## src/inc/cev_pkg.sv

```systemverilog
`default_nettype none
package cev_pkg;
   // vector table geometry
   localparam int unsigned TABLE_ENTRIES = 256;
   localparam int unsigned TABLE_BYTES = 1024;
   localparam int unsigned VEC_W = 8;
   localparam int unsigned ADDR_W = 32;
   localparam int unsigned VEC_SHIFT = 2;
   // fixed reset fetch addresses (vector 0 and 1)
   localparam logic [31:0] RESET_SP_ADDR = 32'h0000_0000;
   localparam logic [31:0] RESET_PC_ADDR = 32'h0000_0004;
   // processor-defined vector numbers
   localparam logic [7:0] VEC_RESET_SP = 8'h00;
   localparam logic [7:0] VEC_RESET_PC = 8'h01;
   localparam logic [7:0] VEC_FORMAT_ERR = 8'h0e;
   localparam logic [7:0] VEC_UNINIT_IRQ = 8'h0f;
   localparam logic [7:0] VEC_SPURIOUS = 8'h18;
   localparam logic [7:0] VEC_AUTO_BASE = 8'h18;
   localparam logic [7:0] VEC_TRAP_BASE = 8'h20;
   localparam logic [7:0] VEC_PROC_LAST = 8'h3f;
   localparam logic [7:0] VEC_USER_FIRST = 8'h40;
   // exception source selects
   localparam logic [2:0] SRC_INTERNAL = 3'h0;
   localparam logic [2:0] SRC_TRAP = 3'h1;
   localparam logic [2:0] SRC_FORMAT = 3'h2;
   localparam logic [2:0] SRC_UNINIT = 3'h3;
   // bus space codes
   localparam logic [2:0] SPACE_SUP_DATA = 3'h5;
   localparam logic [2:0] SPACE_SUP_PROG = 3'h6;
   localparam logic [2:0] SPACE_CPU = 3'h7;
   // interrupt acknowledge address in cpu space
   localparam logic [27:0] IACK_ADDR_HI = 28'hfff_ffff;
   // status register fields
   localparam int unsigned SR_T1 = 15;
   localparam int unsigned SR_T0 = 14;
   localparam int unsigned SR_S = 13;
   localparam int unsigned SR_MASK_LO = 8;
   localparam logic [15:0] SR_RESET = 16'h2700;
   localparam logic [2:0] IRQ_NMI_LEVEL = 3'h7;
   // loop mode entry displacement (-4)
   localparam logic [15:0] LOOP_DISP = 16'hfffc;
   localparam logic [15:0] LOOP_CNT_END = 16'hffff;
endpackage
`default_nettype wire

```

## src/rtl/cev_core.sv

```systemverilog
`timescale 1ns/1ns
`default_nettype none
module cev_core #(
   parameter int unsigned TBL_W = 16
) (
   input wire logic clk_i,
   input wire logic nrst_i,
   input wire logic exc_req_i,
   input wire logic [2:0] exc_src_i,
   input wire logic [7:0] exc_vec_i,
   input wire logic [3:0] trap_op_i,
   // interrupt level pins, asynchronous
   input wire logic [2:0] irq_level_i,
   input wire logic [15:0] sr_i,
   input wire logic vbr_we_i,
   input wire logic [31:0] vbr_d_i,
   output logic bus_req_o,
   output logic [31:0] bus_addr_o,
   output logic [2:0] bus_space_o,
   input wire logic bus_ack_i,
   input wire logic bus_autovec_i,
   input wire logic bus_err_i,
   input wire logic [31:0] bus_data_i,
   output logic [31:0] vector_base_reg_o,
   output logic [15:0] sr_saved_o,
   output logic [15:0] sr_new_o,
   output logic [7:0] vec_num_o,
   output logic [31:0] pc_o,
   output logic [31:0] ssp_o,
   output logic vec_done_o,
   output logic busy_o,
   input wire logic low_power_stop_instr_i,
   input wire logic [2:0] stop_mask_i,
   output logic stopped_o,
   input wire logic decrement_branch_cond_instr_exec_i,
   input wire logic [15:0] decrement_branch_cond_instr_disp_i,
   input wire logic [15:0] decrement_branch_cond_instr_count_i,
   input wire logic body_one_word_i,
   input wire logic body_no_flow_i,
   input wire logic loop_pass_i,
   input wire logic loop_cond_i,
   output logic loop_mode_o,
   output logic fetch_inhibit_o,
   output logic [15:0] loop_cnt_o,
   input wire logic tbl_start_i,
   input wire logic tbl_signed_i,
   input wire logic tbl_round_i,
   input wire logic [TBL_W-1:0] tbl_y0_i,
   input wire logic [TBL_W-1:0] tbl_y1_i,
   input wire logic [7:0] tbl_frac_i,
   output logic [TBL_W+7:0] tbl_result_o,
   output logic tbl_done_o
);
   typedef enum logic [5:0] {
      CEV_RST_SP = 6'b000001,
      CEV_RST_PC = 6'b000010,
      CEV_IDLE = 6'b000100,
      CEV_IACK = 6'b001000,
      CEV_FETCH = 6'b010000,
      CEV_STOP = 6'b100000
   } cev_state_t;

   cev_state_t state_q;
   logic [2:0] irq_s1_q;
   logic [2:0] irq_s2_q;
   logic [2:0] irq_s3_q;
   logic [2:0] irq_lvl_q;
   logic [2:0] stop_mask_q;
   logic [2:0] ack_level_q;
   logic irq_pending;
   logic stop_wake;
   logic take_irq;

   // vector address from base and number
   function automatic logic [31:0] cev_vec_addr(input logic [31:0] base, input logic [7:0] num);
      cev_vec_addr = base + {22'h0, num, 2'b00};
   endfunction

   // internally generated vector number per source
   function automatic logic [7:0] cev_int_vec(input logic [2:0] src, input logic [7:0] vec,
                                              input logic [3:0] op);
      case (src)
         cev_pkg::SRC_TRAP: cev_int_vec = cev_pkg::VEC_TRAP_BASE + {4'h0, op};
         cev_pkg::SRC_FORMAT: cev_int_vec = cev_pkg::VEC_FORMAT_ERR;
         cev_pkg::SRC_UNINIT: cev_int_vec = cev_pkg::VEC_UNINIT_IRQ;
         default: cev_int_vec = vec;
      endcase
   endfunction

   // interrupt pins: three stages, level accepted once stages two and three agree
   always_ff @(posedge clk_i)
   begin
      if (!nrst_i)
      begin
         irq_s1_q <= 3'h0;
         irq_s2_q <= 3'h0;
         irq_s3_q <= 3'h0;
         irq_lvl_q <= 3'h0;
      end
      else
      begin
         irq_s1_q <= irq_level_i;
         irq_s2_q <= irq_s1_q;
         irq_s3_q <= irq_s2_q;
         if (irq_s2_q == irq_s3_q)
            irq_lvl_q <= irq_s3_q;
      end
   end

   // level 7 cannot be masked; others must exceed the status mask
   assign irq_pending = (irq_lvl_q != 3'h0) &&
      ((irq_lvl_q == cev_pkg::IRQ_NMI_LEVEL) ||
       (irq_lvl_q > sr_i[cev_pkg::SR_MASK_LO +: 3]));
   // stop wake compares against the mask loaded by the stop instruction
   assign stop_wake = (irq_lvl_q != 3'h0) && (irq_lvl_q >= stop_mask_q);
   // stopped core wakes on its own mask only, idle core on the status mask
   assign take_irq = (state_q == CEV_STOP) ? stop_wake : irq_pending;

   // vector base register, cleared by reset so first vectors sit low
   always_ff @(posedge clk_i)
   begin
      if (!nrst_i)
         vector_base_reg_o <= 32'h0000_0000;
      else if (vbr_we_i)
         vector_base_reg_o <= vbr_d_i;
   end

   // exception sequencer and vector fetch bus
   always_ff @(posedge clk_i)
   begin
      if (!nrst_i)
      begin
         state_q <= CEV_RST_SP;
         bus_req_o <= 1'b0;
         bus_addr_o <= 32'h0000_0000;
         bus_space_o <= cev_pkg::SPACE_SUP_PROG;
         sr_saved_o <= cev_pkg::SR_RESET;
         sr_new_o <= cev_pkg::SR_RESET;
         vec_num_o <= cev_pkg::VEC_RESET_SP;
         pc_o <= 32'h0000_0000;
         ssp_o <= 32'h0000_0000;
         vec_done_o <= 1'b0;
         busy_o <= 1'b1;
         stopped_o <= 1'b0;
         stop_mask_q <= 3'h0;
         ack_level_q <= 3'h0;
      end
      else
      begin
         vec_done_o <= 1'b0;
         case (state_q)
            CEV_RST_SP:
            begin
               // fixed address, program space
               bus_req_o <= 1'b1;
               bus_addr_o <= cev_pkg::RESET_SP_ADDR;
               bus_space_o <= cev_pkg::SPACE_SUP_PROG;
               if (bus_req_o && bus_ack_i)
               begin
                  ssp_o <= bus_data_i;
                  bus_req_o <= 1'b0;
                  vec_num_o <= cev_pkg::VEC_RESET_PC;
                  state_q <= CEV_RST_PC;
               end
            end
            CEV_RST_PC:
            begin
               bus_req_o <= 1'b1;
               bus_addr_o <= cev_pkg::RESET_PC_ADDR;
               bus_space_o <= cev_pkg::SPACE_SUP_PROG;
               if (bus_req_o && bus_ack_i)
               begin
                  pc_o <= bus_data_i;
                  bus_req_o <= 1'b0;
                  vec_done_o <= 1'b1;
                  busy_o <= 1'b0;
                  state_q <= CEV_IDLE;
               end
            end
            CEV_IDLE, CEV_STOP:
            begin
               if (take_irq || (exc_req_i && state_q == CEV_IDLE))
               begin
                  // entry: snapshot status, go supervisor, stop tracing
                  stopped_o <= 1'b0;
                  sr_saved_o <= sr_i;
                  sr_new_o <= sr_i;
                  sr_new_o[cev_pkg::SR_S] <= 1'b1;
                  sr_new_o[cev_pkg::SR_T1] <= 1'b0;
                  sr_new_o[cev_pkg::SR_T0] <= 1'b0;
                  busy_o <= 1'b1;
                  bus_req_o <= 1'b1;
                  if (take_irq)
                  begin
                     // interrupts take priority and raise the mask
                     sr_new_o[cev_pkg::SR_MASK_LO +: 3] <= irq_lvl_q;
                     ack_level_q <= irq_lvl_q;
                     bus_addr_o <= {cev_pkg::IACK_ADDR_HI, irq_lvl_q, 1'b1};
                     bus_space_o <= cev_pkg::SPACE_CPU;
                     state_q <= CEV_IACK;
                  end
                  else
                  begin
                     vec_num_o <= cev_int_vec(exc_src_i, exc_vec_i, trap_op_i);
                     bus_addr_o <= cev_vec_addr(vector_base_reg_o,
                        cev_int_vec(exc_src_i, exc_vec_i, trap_op_i));
                     bus_space_o <= cev_pkg::SPACE_SUP_DATA;
                     state_q <= CEV_FETCH;
                  end
               end
               else if (low_power_stop_instr_i && state_q == CEV_IDLE)
               begin
                  stop_mask_q <= stop_mask_i;
                  stopped_o <= 1'b1;
                  state_q <= CEV_STOP;
               end
            end
            CEV_IACK:
            begin
               if (bus_ack_i)
               begin
                  // any vector the device returns is used unchecked
                  bus_space_o <= cev_pkg::SPACE_SUP_DATA;
                  if (bus_err_i)
                  begin
                     vec_num_o <= cev_pkg::VEC_SPURIOUS;
                     bus_addr_o <= cev_vec_addr(vector_base_reg_o, cev_pkg::VEC_SPURIOUS);
                  end
                  else if (bus_autovec_i)
                  begin
                     vec_num_o <= cev_pkg::VEC_AUTO_BASE + {5'h00, ack_level_q};
                     bus_addr_o <= cev_vec_addr(vector_base_reg_o,
                        cev_pkg::VEC_AUTO_BASE + {5'h00, ack_level_q});
                  end
                  else
                  begin
                     vec_num_o <= bus_data_i[7:0];
                     bus_addr_o <= cev_vec_addr(vector_base_reg_o, bus_data_i[7:0]);
                  end
                  state_q <= CEV_FETCH;
               end
            end
            CEV_FETCH:
            begin
               if (bus_ack_i)
               begin
                  pc_o <= bus_data_i;
                  bus_req_o <= 1'b0;
                  vec_done_o <= 1'b1;
                  busy_o <= 1'b0;
                  state_q <= CEV_IDLE;
               end
            end
            default:
               state_q <= CEV_IDLE;
         endcase
      end
   end

   // loop mode: entry on -4 displacement, pass-by-pass count, exit on exceptions
   always_ff @(posedge clk_i)
   begin
      if (!nrst_i)
      begin
         loop_mode_o <= 1'b0;
         fetch_inhibit_o <= 1'b0;
         loop_cnt_o <= 16'h0000;
      end
      else if (loop_mode_o && (state_q != CEV_IDLE || irq_pending || exc_req_i))
      begin
         loop_mode_o <= 1'b0;
         fetch_inhibit_o <= 1'b0;
      end
      else if (loop_mode_o)
      begin
         if (loop_pass_i)
         begin
            // condition true or count running out ends the loop
            loop_cnt_o <= loop_cnt_o - 16'h0001;
            if (loop_cond_i || (loop_cnt_o - 16'h0001) == cev_pkg::LOOP_CNT_END)
            begin
               loop_mode_o <= 1'b0;
               fetch_inhibit_o <= 1'b0;
            end
         end
      end
      else if (decrement_branch_cond_instr_exec_i && decrement_branch_cond_instr_disp_i == cev_pkg::LOOP_DISP &&
               body_one_word_i && body_no_flow_i && !exc_req_i && !irq_pending)
      begin
         loop_mode_o <= 1'b1;
         fetch_inhibit_o <= 1'b1;
         loop_cnt_o <= decrement_branch_cond_instr_count_i;
      end
   end

   // interpolation datapath
   cev_interp #(
      .W(TBL_W)
   ) u_interp (
      .clk_i(clk_i),
      .nrst_i(nrst_i),
      .start_i(tbl_start_i),
      .signed_i(tbl_signed_i),
      .round_i(tbl_round_i),
      .y0_i(tbl_y0_i),
      .y1_i(tbl_y1_i),
      .frac_i(tbl_frac_i),
      .result_o(tbl_result_o),
      .done_o(tbl_done_o)
   );
endmodule
`default_nettype wire

```

## src/rtl/cev_interp.sv

```systemverilog
`timescale 1ns/1ns
`default_nettype none
// table interpolation between two sample points, one cycle latency
module cev_interp #(
   parameter int unsigned W = 16
) (
   input wire logic clk_i,
   input wire logic nrst_i,
   input wire logic start_i,
   input wire logic signed_i,
   input wire logic round_i,
   input wire logic [W-1:0] y0_i,
   input wire logic [W-1:0] y1_i,
   input wire logic [7:0] frac_i,
   output logic [W+7:0] result_o,
   output logic done_o
);
   logic signed [W+1:0] y0_x;
   logic signed [W+1:0] y1_x;
   logic signed [W+1:0] diff;
   logic signed [W+10:0] prod;
   logic signed [W+10:0] scaled;
   logic [W+7:0] result_d;

   // difference times fraction, extended by sign mode
   always_comb
   begin
      y0_x = signed_i ? {{2{y0_i[W-1]}}, y0_i} : {2'b00, y0_i};
      y1_x = signed_i ? {{2{y1_i[W-1]}}, y1_i} : {2'b00, y1_i};
      diff = y1_x - y0_x;
      prod = diff * $signed({1'b0, frac_i});
      // rounding form scales back down with round-to-nearest
      scaled = (prod + (W+11)'(128)) >>> 8;
      if (round_i)
         result_d = (W+8)'(y0_x + $signed(scaled[W+1:0]));
      else
         result_d = (W+8)'(({{9{y0_x[W+1]}}, y0_x} <<< 8) + prod);
   end

   // registered result so the core's outputs come from flops
   always_ff @(posedge clk_i)
   begin
      if (!nrst_i)
      begin
         result_o <= '0;
         done_o <= 1'b0;
      end
      else
      begin
         done_o <= start_i;
         if (start_i)
            result_o <= result_d;
      end
   end
endmodule
`default_nettype wire

```

## config.mk

```make
export PLATFORM = sky130hd
export DESIGN_NAME = cev_core
export DESIGN_NICKNAME = d
export VERILOG_FILES = /design/src/inc/cev_pkg.sv /design/src/rtl/cev_core.sv /design/src/rtl/cev_interp.sv
export SDC_FILE = /design/constraint.sdc
export NUM_CORES = 1
export LEC_CHECK = 0
export BUFFER_PORTS_ARGS = -buffer_cell sky130_fd_sc_hd__buf_2
export CORE_ASPECT_RATIO = 0.5
export CORE_MARGIN = 8
export CORE_UTILIZATION = 40
export CTS_BUF_LIST = sky130_fd_sc_hd__clkbuf_4
export CTS_CLUSTER_DIAMETER = 40
export CTS_CLUSTER_SIZE = 14
export DETAILED_ROUTE_END_ITERATION = 16
export PLACE_DENSITY = 0.7
export REMOVE_ABC_BUFFERS = 1
export SETUP_SLACK_MARGIN = 0.05
export SLEW_MARGIN = 15
export SYNTH_ARGS = -nofsm -noshare
export SYNTH_HDL_FRONTEND = slang
export SYNTH_HIERARCHICAL = 1
export SYNTH_SLANG_ARGS = --single-unit
```

## constraint.sdc

```tcl
create_clock -name clk_i -period 10.75 [get_ports clk_i]
set_input_delay 1.6125 -clock clk_i [delete_from_list [all_inputs] [get_ports clk_i]]
set_output_delay 1.6125 -clock clk_i [all_outputs]
set_load 0.1 [all_outputs]
```

# Word-level counts from Yosys, hierarchy flattened
# Index checks and enable logic that the tools add are counted.
# totals
reg_bits	239
word_cells	166
# classes
n_addsub	11
n_mul	1
order_cmp	2
eq_ne	23
n_mux	58
n_bitwise	3
reduce_logical	44
# ops
operator	n
$mux W32	7
$pmux W32 S4	1
$add A32 B10 Y32	2
$mux W8	8
$pmux W32 S2	1
$mux W16	3
$pmux W8 S3	2
$mux W18	2
$mux W6	6
$add A32 B7 Y32 const B	1
$add A32 B8 Y32	1
$eq A16 B16 Y1 const B	2
$pmux W6 S5	1
$add A26 B9 Y26 const B	1
$mul A18 B9 Y26	1
$add A24 B24 Y24	1
$mux W24	1
$reduce_and A3 Y1	8
$add A18 B18 Y19	1
$sub A18 B18 Y18	1
$mux W1	17
$sub A16 B1 Y16 const B	1
$reduce_bool A3 Y1	5
$ne A2 B2 Y1 const B	7
other kinds (33)	61

# Depth between registers and ports, before layout
# Gate-level depths: netlist of the first run.
# logic_depth
depth_word	12
depth_mapped	38
depth_no_buf	38

# Modules after synthesis
# Netlist of the first run, hierarchy kept.
# modules_own_cells
module	instances	cells_per_inst	area_each_um2
cev_core	1	1297	10685.2
cev_interp	1	1094	8983.6

# Worst setup path before layout of the first run
# No wires, ideal clock.
# synth_path
path_kind	input -> register
start	input port tbl_y1_i[0]
end	register u_interp.result_o[17]
setup_time_ns	0.136
arrival_ns	9.202
required_ns	10.614
setup_slack_ns	1.412
stages	36
path_buffers	1
path_cell_list	inv_1 > ha_1 > fa_1 > nor2b_1 > o21ai_1 > a21boi_1 > o221a_2 > o31ai_1 > a21oi_1 > a2111oi_0 > nor3_1 > nand2_1 > fa_1 > inv_1 > fa_1 > fa_1 > inv_1 > fa_1 > inv_1 > ha_1 > buf_2 > and3_1 > a221o_1 > a211oi_4 > nand3_2 > nor2_1 > xnor2_1 > ha_1 > a21o_1 > a21oi_1 > o211ai_1 > a41oi_1 > o21bai_1 > a31oi_1 > mux2i_1 > a31oi_1
# synth_between
elab_chain_len	6
# synth_lines
element	line	source
start, declared	cev_core.sv:49	input wire logic [TBL_W-1:0] tbl_y1_i,
$mux W18 (*)	cev_interp.sv:29	y1_x = signed_i ? {{2{y1_i[W-1]}}, y1_i} : {2'b00, y1_i};
$sub A18 B18 Y18 (*)	cev_interp.sv:30	diff = y1_x - y0_x;
$mul A18 B9 Y26 (*)	cev_interp.sv:31	prod = diff * $signed({1'b0, frac_i});
$add A26 B9 Y26	cev_interp.sv:33	scaled = (prod + (W+11)'(128)) >>> 8;
$add A18 B18 Y19	cev_interp.sv:35	result_d = (W+8)'(y0_x + $signed(scaled[W+1:0]));
$mux W24 (*)	cev_interp.sv:34	if (round_i)
end signal, assigned	cev_interp.sv:52	result_o <= result_d;
end, declared	cev_interp.sv:15	output logic [W+7:0] result_o,
# Mark *: on every way between the ends. The rest lies on a longest branch, timed or not.
# A chain may end at the register's enable or synchronous reset.

# Worst setup path after layout of the first run
# layout_path
start	input port tbl_y0_i[0]
end	register u_interp.result_o[17]
# layout_between
elab_chain_len	6
# layout_lines
element	line	source
start, declared	cev_core.sv:48	input wire logic [TBL_W-1:0] tbl_y0_i,
$mux W18 (*)	cev_interp.sv:28	y0_x = signed_i ? {{2{y0_i[W-1]}}, y0_i} : {2'b00, y0_i};
$sub A18 B18 Y18	cev_interp.sv:30	
$mul A18 B9 Y26	cev_interp.sv:31	
$add A26 B9 Y26	cev_interp.sv:33	
$add A18 B18 Y19	cev_interp.sv:35	
$mux W24 (*)	cev_interp.sv:34	
# Marks and branches as above.

==> run summary, run 1 <==
The number of violations reported at the end of detailed-routing iteration 0 came out at 1376. Yosys attributes the largest share of cell area to sky130_fd_sc_hd__dfxtp_1 23%, sky130_fd_sc_hd__fa_1 12%, sky130_fd_sc_hd__ha_1 8.1%, sky130_fd_sc_hd__nand2_1 4.9%, sky130_fd_sc_hd__mux2i_1 4.4%. The data required time at the worst endpoint came out at 11.29 ns. STA classifies the critical path startpoint as an input pin. The clock tree from TritonCTS is yes. Cells with a size suffix above 1 make up 20.3% of the layout. The number of flops mapped to enable cells by yosys came out at 0. The area fraction of the dominant cell type after synthesis came out at 23.2%. At the end of routability-driven placement, the weighted congestion stood at 0.946.

Port buffering added 402 buffers. Synthesis produced 2391 cells. The minimum clock period after layout is 9.99 ns. The number of hold-slack violations in the final timing report came out at 0. The number of global-route vias before repair is 18046. The most used flip-flop cell after synthesis is sky130_fd_sc_hd__dfxtp_1. The cell that appears most often on the critical path is sky130_fd_sc_hd__fa_1. The sort of element at the end of the critical path is a flop. The number of vias per cell is 5.43. Setup repair after global routing left no endpoint under its margin. The global-route wire length before repair came out at 98800 µm. The simple-gate area share of the yosys netlist is 19.7%. The complex-gate fraction of the synthesized area is 19.3%. The area growth from synthesis to layout is 15.2%. The longest clock path from root to sink contains 3 buffers.

The number of top-level pins came out at 407. The insertion delay of the later-clocked pin in the worst-skew pair is 0.71 ns. In the synthesized netlist the async set-or-reset flop fraction comes to 0%. On the worst path, the slowest cell contributes a delay of 0.74 ns. The total die area came out at 0.0570 mm². The aggregate routed wire length is 63200 µm. The y dimension of the die came out at 173 µm. The number of buffers inserted to repair setup after CTS is 0. The placed cell count came out at 3331.

The dominant combinational cell family by area after synthesis is adder cells. The max-slew violation total from the final report is 0. The number of antenna violations at the first check in global routing is 7. The final standard cell count with taps included and fillers excluded is 3405. The multi-input gate area in the final layout is 0.0137 mm². The average detailed-routed wire length per instance is 18.5 µm.

Gates resized during post-CTS repair numbered 0. The count of hold buffers inserted by post-cts repair came out at 0. Summed over all instances, the cell type with the most area after synthesis is sky130_fd_sc_hd__dfxtp_1. The portion of synthesized area spent on multiplexers is 4.66%. The count of nets left with antenna violations once routing finished came out at 0. The net total in the final layout is 3153. The run finished with clean final reports. Max-cap violations in this run came to 0. The largest driver fanout on the critical path came out at 11.

The slew at the pin closest to its max-slew limit is 1.18 ns. Leaving out fill and tap cells, the most frequent cell in the layout is sky130_fd_sc_hd__buf_2. The global routing usage summed across all routing layers came out at 21.0%. Among all stages on the critical path, the largest delay is contributed by sky130_fd_sc_hd__nor3_1. The library cells used most frequently in the layout, excluding fill and tap cells, are 402 x sky130_fd_sc_hd__buf_2, 258 x sky130_fd_sc_hd__nand2_1, 228 x sky130_fd_sc_hd__dfxtp_1.

The post-synthesis instance area is 0.0197 mm². In this run the clock root is driven by a sky130_fd_sc_hd__clkbuf_4. The H-tree was split into 2 levels. The arrival time of the worst setup path is 10.53 ns. After synthesis, flip-flops and latches occupy 23.2% of the total area.

The number of core rows came out at 57. Summed over all failing endpoints, the final setup total negative slack is 0 ns. The clock drives 228 sinks. The iteration count of the initial detailed-routing pass is 8. The flip-flop and latch count after synthesis is 228. In this run the tightest slew margin relative to its limit is 21.6%. The area of all sequential standard cells is 0.00456 mm². The average instance in the mapped netlist occupies 8.23 µm².

The clock slew at the register clock pins of the worst setup and hold paths came out at 0.13 ns. The filler cells instantiated in the layout total 4799. The XOR/XNOR share of the synthesized area came out at 5.78%. The clock arrives with 0.0830 ns of skew.

The HPWL reported at the end of detailed placement came out at 49400 µm. The ratio of final minimum period to clock period is 93.0%. Of the total synthesized cell area, the portion taken by full adders, half adders and majority gates is 19.9%.

Measured along the x axis, the die boundary spans 330 µm. The TritonCTS buffer count is 37. The total of endpoints with negative setup slack in the final report came out at 0. The achievable frequency came out at 100 MHz. The via count came out at 18483. Summed over all layers, the global routing overflow is 0.

The number of distinct library cell variants in the gate-level netlist after synthesis is 105. The critical path is of the in -> reg type. The effective utilization at floorplan came out at 40.5%. Entering global routing, the biggest net connects 74 pins. The area of the core came out at 0.0486 mm².

Yosys printed 6 warnings. The final routed DRC violation total is 0. The path class of the tightest hold or removal check is reg -> reg.
-- final cells by class --
cell class | count | share of cell area (%)
inverter | 226 | 3.75
tap | 649 | 3.58
sequential | 228 | 20.1
antenna | 7 | 0.0773
clock inverter | 27 | 1.17
timing repair buffer | 421 | 9.51
multi-input combinational | 1807 | 60.4
clock buffer | 40 | 1.33
-- cell usage after synthesis (all sizes together) (6+ instances only) --
cell       n
o211ai    15
o22a      11
a211o      8
a31oi     21
nor2b     25
nand2    258
o2111ai    8
nand3     48
buf       40
dfxtp    228
nor3b      8
o2bb2ai    6
o21ba      7
o221a      9
o22ai      6
mux2i     87
nor4      19
o21ai     97
or3       12
o31ai      8
inv      224
a21oi    164
o21a      14
nand4     23
a221o     13
a21o      35
clkbuf    92
fa       116
a211oi    33
ha       127
a21boi    18
and2      87
nand2b    18
xnor2     71
xor2      52
o211a      8
nor2     188
or2       12
a2111oi    7
nor3      50
nand3b     9
and3      26
o21bai     9
-- worst paths after layout --
path | start | end | slack [ns] | cells after the start
worst max register to register | ack_level_q[0] | bus_addr_o[16] | 7.05 | 10
worst min register to register | irq_s1_q[0] | irq_s2_q[0] | 0.45 | 1
worst max-delay path | tbl_y0_i[0] | u_interp/result_o[17] | 0.76 | 35
worst min-delay path | irq_s1_q[0] | irq_s2_q[0] | 0.45 | 1
-- routing by layer --
metal | part of all wire, % | GRT usage [%] | vias up
met5 | 0 | 0 | -
met4 | 4.6 | 9.48 | 0
met3 | 4.3 | 2.00 | 171
met2 | 50 | 37.6 | 566
met1 | 41 | 25.3 | 8835
li1 | - | - | 8911
-- metrics by stage --
| step | hold slack, ns | cell area (µm²) | setup WS (ns) | utilization (%) |
|---|---|---|---|---|
| floorplan | 0.412 | 19100 | 1.46 | - |
| global placement | 0.423 | 22100 | 0.507 | 45.4 |
| detailed placement | 0.422 | 22100 | 0.153 | 45.4 |
| CTS | 0.454 | 22600 | 0.896 | 46.6 |
| global route | 0.472 | 22700 | 0.0723 | 46.7 |
| finish | 0.454 | 22700 | 0.758 | 46.7 |
-- critical path, delay by kind of cell --
family | cells | cell delay, ns
multiplexers | 1 | 0.21
buffers and inverters | 4 | 0.26
adder cells (fa/ha/maj) | 8 | 3.35
AO/OA/AOI/OAI | 15 | 3.31
XOR/XNOR | 1 | 0.08
AND/OR/NAND/NOR | 6 | 1.65
-- cells by family (layout without fill, tap and decap cells) --
logic type | Yosys count | after routing
simple gates | 795 | 795
compound gates | 549 | 549
buf+inv | 358 | 714
fa+ha+maj | 243 | 243
flops | 228 | 228
xor+xnor | 125 | 125
mux | 91 | 91
other cells | 2 | 11
-- flip-flops by register name, summed over array words and instances, names as in the netlist, 2 cells and up --
signal and count:
ssp_o 32, loop_cnt_o 16, stop_mask_q 3, ack_level_q 3, pc_o 32, irq_lvl_q 3
irq_s1_q 3, bus_addr_o 32, vector_base_reg_o 32, state_q 6, irq_s2_q 3, vec_num_o 8
irq_s3_q 3, bus_space_o 2, sr_new_o 3, u_interp/result_o 24, sr_saved_o 16
Power of run 1 is not shown: default switching activity piles up to over one toggle a cycle in this logic, so the estimate is an artifact.
==> inputs of run 2 (changes only) <==
- BUFFER_PORTS_ARGS: -buffer_cell sky130_fd_sc_hd__buf_2 -> default
- CAP_MARGIN: default -> 20
- DONT_BUFFER_PORTS: default -> 1
- PLACE_DENSITY: 0.7 -> 0.63
==> run 2 against run 1 <==
Design area shrank 7.9%. Global-route usage shrank 0.21 points. Flip-flop and latch count is the same. Count of clock-buffer cells in the layout is the same. Sequential share of layout area grew 1.8 points. Register-to-register slack lost 0.26 ns. Non-clock buffer count shrank 370. Core utilization shrank 3.7 points. First-iteration DRC count shrank 7.6%. Cell count shrank 11%. Worst setup slack gained 0.35 ns. Largest cell class unchanged.
==> run summary, run 2 (synthesis results as in run 1) <==
The flow ran to the end, and the final reports show no timing, DRC or antenna violations. The maximum number of pins on one net before global-route repair is 96. The global-route wire length before repair came out at 96300 µm.

In this run the remaining antenna-violating nets after routing total 0. The number of antenna violations at the first check in global routing was 1. Of the cells placed in the final design, the portion with a size suffix greater than 1 is 8.29%.

The ratio of final minimum period to clock period is 89.7%. The number of core rows came out at 57. The data required time at the worst endpoint came out at 11.32 ns.

Dividing the detail-routed wire length by the instance count gives 20.4 µm. The final weighted congestion in routability-driven placement came out at 0.896. The number of global-route vias before repair is 16499. The aggregate routed wire length came out at 61600 µm. The total of endpoints with negative setup slack in the final report came out at 0. The minimum clock period after layout came out at 9.65 ns. Global routing finished with a remaining overflow of 0.

After clock tree synthesis, the clock-pin slew on the worst setup and hold paths is 0.12 ns. Setup repair after global routing left no endpoint under its margin. The sort of element at the end of the critical path is a flop. The register-to-register setup slack is 6.79 ns. The setup total negative slack is 0 ns. The number of top-level pins came out at 407. The die covers 0.0570 mm². The insertion delay of the later-clocked pin in the worst-skew pair is 0.72 ns.

The die is 330 µm wide. The number of hold-slack violations in the final timing report came out at 0. Detailed placement finished with a half-perimeter wire length of 48700 µm. The number of vias per cell came out at 5.59.

The number of violations reported at the end of detailed-routing iteration 0 came out at 1272. The top cell types in the final layout, fill and taps aside, are 258 x sky130_fd_sc_hd__nand2_1, 223 x sky130_fd_sc_hd__inv_1, 217 x sky130_fd_sc_hd__dfxtp_1. The leading cell type in the layout, fill and taps excluded is sky130_fd_sc_hd__nand2_1. The count of H-tree levels built during CTS is 2. The max-slew violation total from the final report is 0.

The tree built by TritonCTS fans out to 228 sinks. The achievable frequency came out at 104 MHz. The via count is 16913. TritonCTS built the clock tree.

Of all nets on the critical path, the largest fanout is 11. The cell that appears most often on the critical path is sky130_fd_sc_hd__fa_1. The reported max-cap violation count is 0.

The y dimension of the die is 173 µm. The critical path launch point type is an input pin. The worst stage delay on the critical path is 0.65 ns. The iteration count of the initial detailed-routing pass came out at 8. The tightest min-delay check is of the reg -> reg type. The net total in the final layout came out at 2781.

The number of gates given a new drive strength after cts is 0. The number of buffers on the longest clock path is 3. The area of the core is 0.0486 mm². For this run, design rule violations remaining after detail routing come to 0.

The global routing usage summed across all routing layers came out at 20.8%. The slew at the pin closest to its max-slew limit is 1.27 ns. The final setup skew is 0.0687 ns. During placement, the flow inserted port buffers numbering 0. Data on the critical path arrives at its endpoint at 10.22 ns. Buffers inserted to repair hold after CTS numbered 0. The number of clock buffers added by TritonCTS is 35. The critical path is of the in -> reg type. For this design, the slowest cell found on the critical path is sky130_fd_sc_hd__nor3_1. Once the floorplan was initialized, standard cells occupied 40.5% of the core. The cell sitting at the root of the clock tree is a sky130_fd_sc_hd__clkbuf_4.

The synthesis-to-finish area growth is 6.12%. The tightest slew margin relative to the limit is 15.5%. The number of setup buffers added after CTS is 0.
run 2: cell count changes in the layout (fill, tap and decap cells not counted), sizes merged:
cell | before | now
inv | 237 | 234
clkinv | 14 | 9
diode | 7 | 1
clkinvlp | 0 | 5
buf | 421 | 51
run 2: worst paths after layout:
kind	cells after the start	startpoint	endpoint
worst max-delay path	36	tbl_y1_i[0]	u_interp/result_o[19]
worst min-delay path	1	irq_s1_q[0]	irq_s2_q[0]
worst max register to register	9	vector_base_reg_o[2]	bus_addr_o[16]
worst min register to register	1	irq_s1_q[0]	irq_s2_q[0]
run 2: stage by stage:
step                setup WS [ns]  hold slack, ns  cell area (µm²)  cells  util, %
floorplan                    1.46           0.412            19100   2261        -
global placement            0.615           0.418            20300   2959     41.8
detailed placement          0.497           0.422            20300   2961     41.9
CTS                          1.23           0.445            20900   3025     42.9
global route                0.444           0.461            20900   3026     43.0
finish                       1.10           0.444            20900   3026     43.0
run 2: critical path, delay by kind of cell:
family	cells	cell delay, ns
xor+xnor	1	0.16
compound gates	11	2.05
buf+inv	5	0.33
simple gates	11	2.67
fa+ha+maj	8	3.38
run 2: metal layers:
metal	vias up	routed length [µm]	GRT usage, %
met4	0	2220	7.48
li1	8146	-	-
met3	131	2660	2.51
met5	-	0	0
met2	467	31000	37.7
met1	8169	25800	25.1
run 2: final cells by class:
class / count / area (µm²)
well taps: 649 / 812
diodes: 1 / 2.50
clock buffers: 40 / 300
flip-flops and latches: 228 / 4580
multi-input cells: 1807 / 13700
inverters: 226 / 851
repair buffers: 51 / 399
fillers: 4840 / 27700
clock inverters: 24 / 225
Power of run 2 is left out for the same reason.
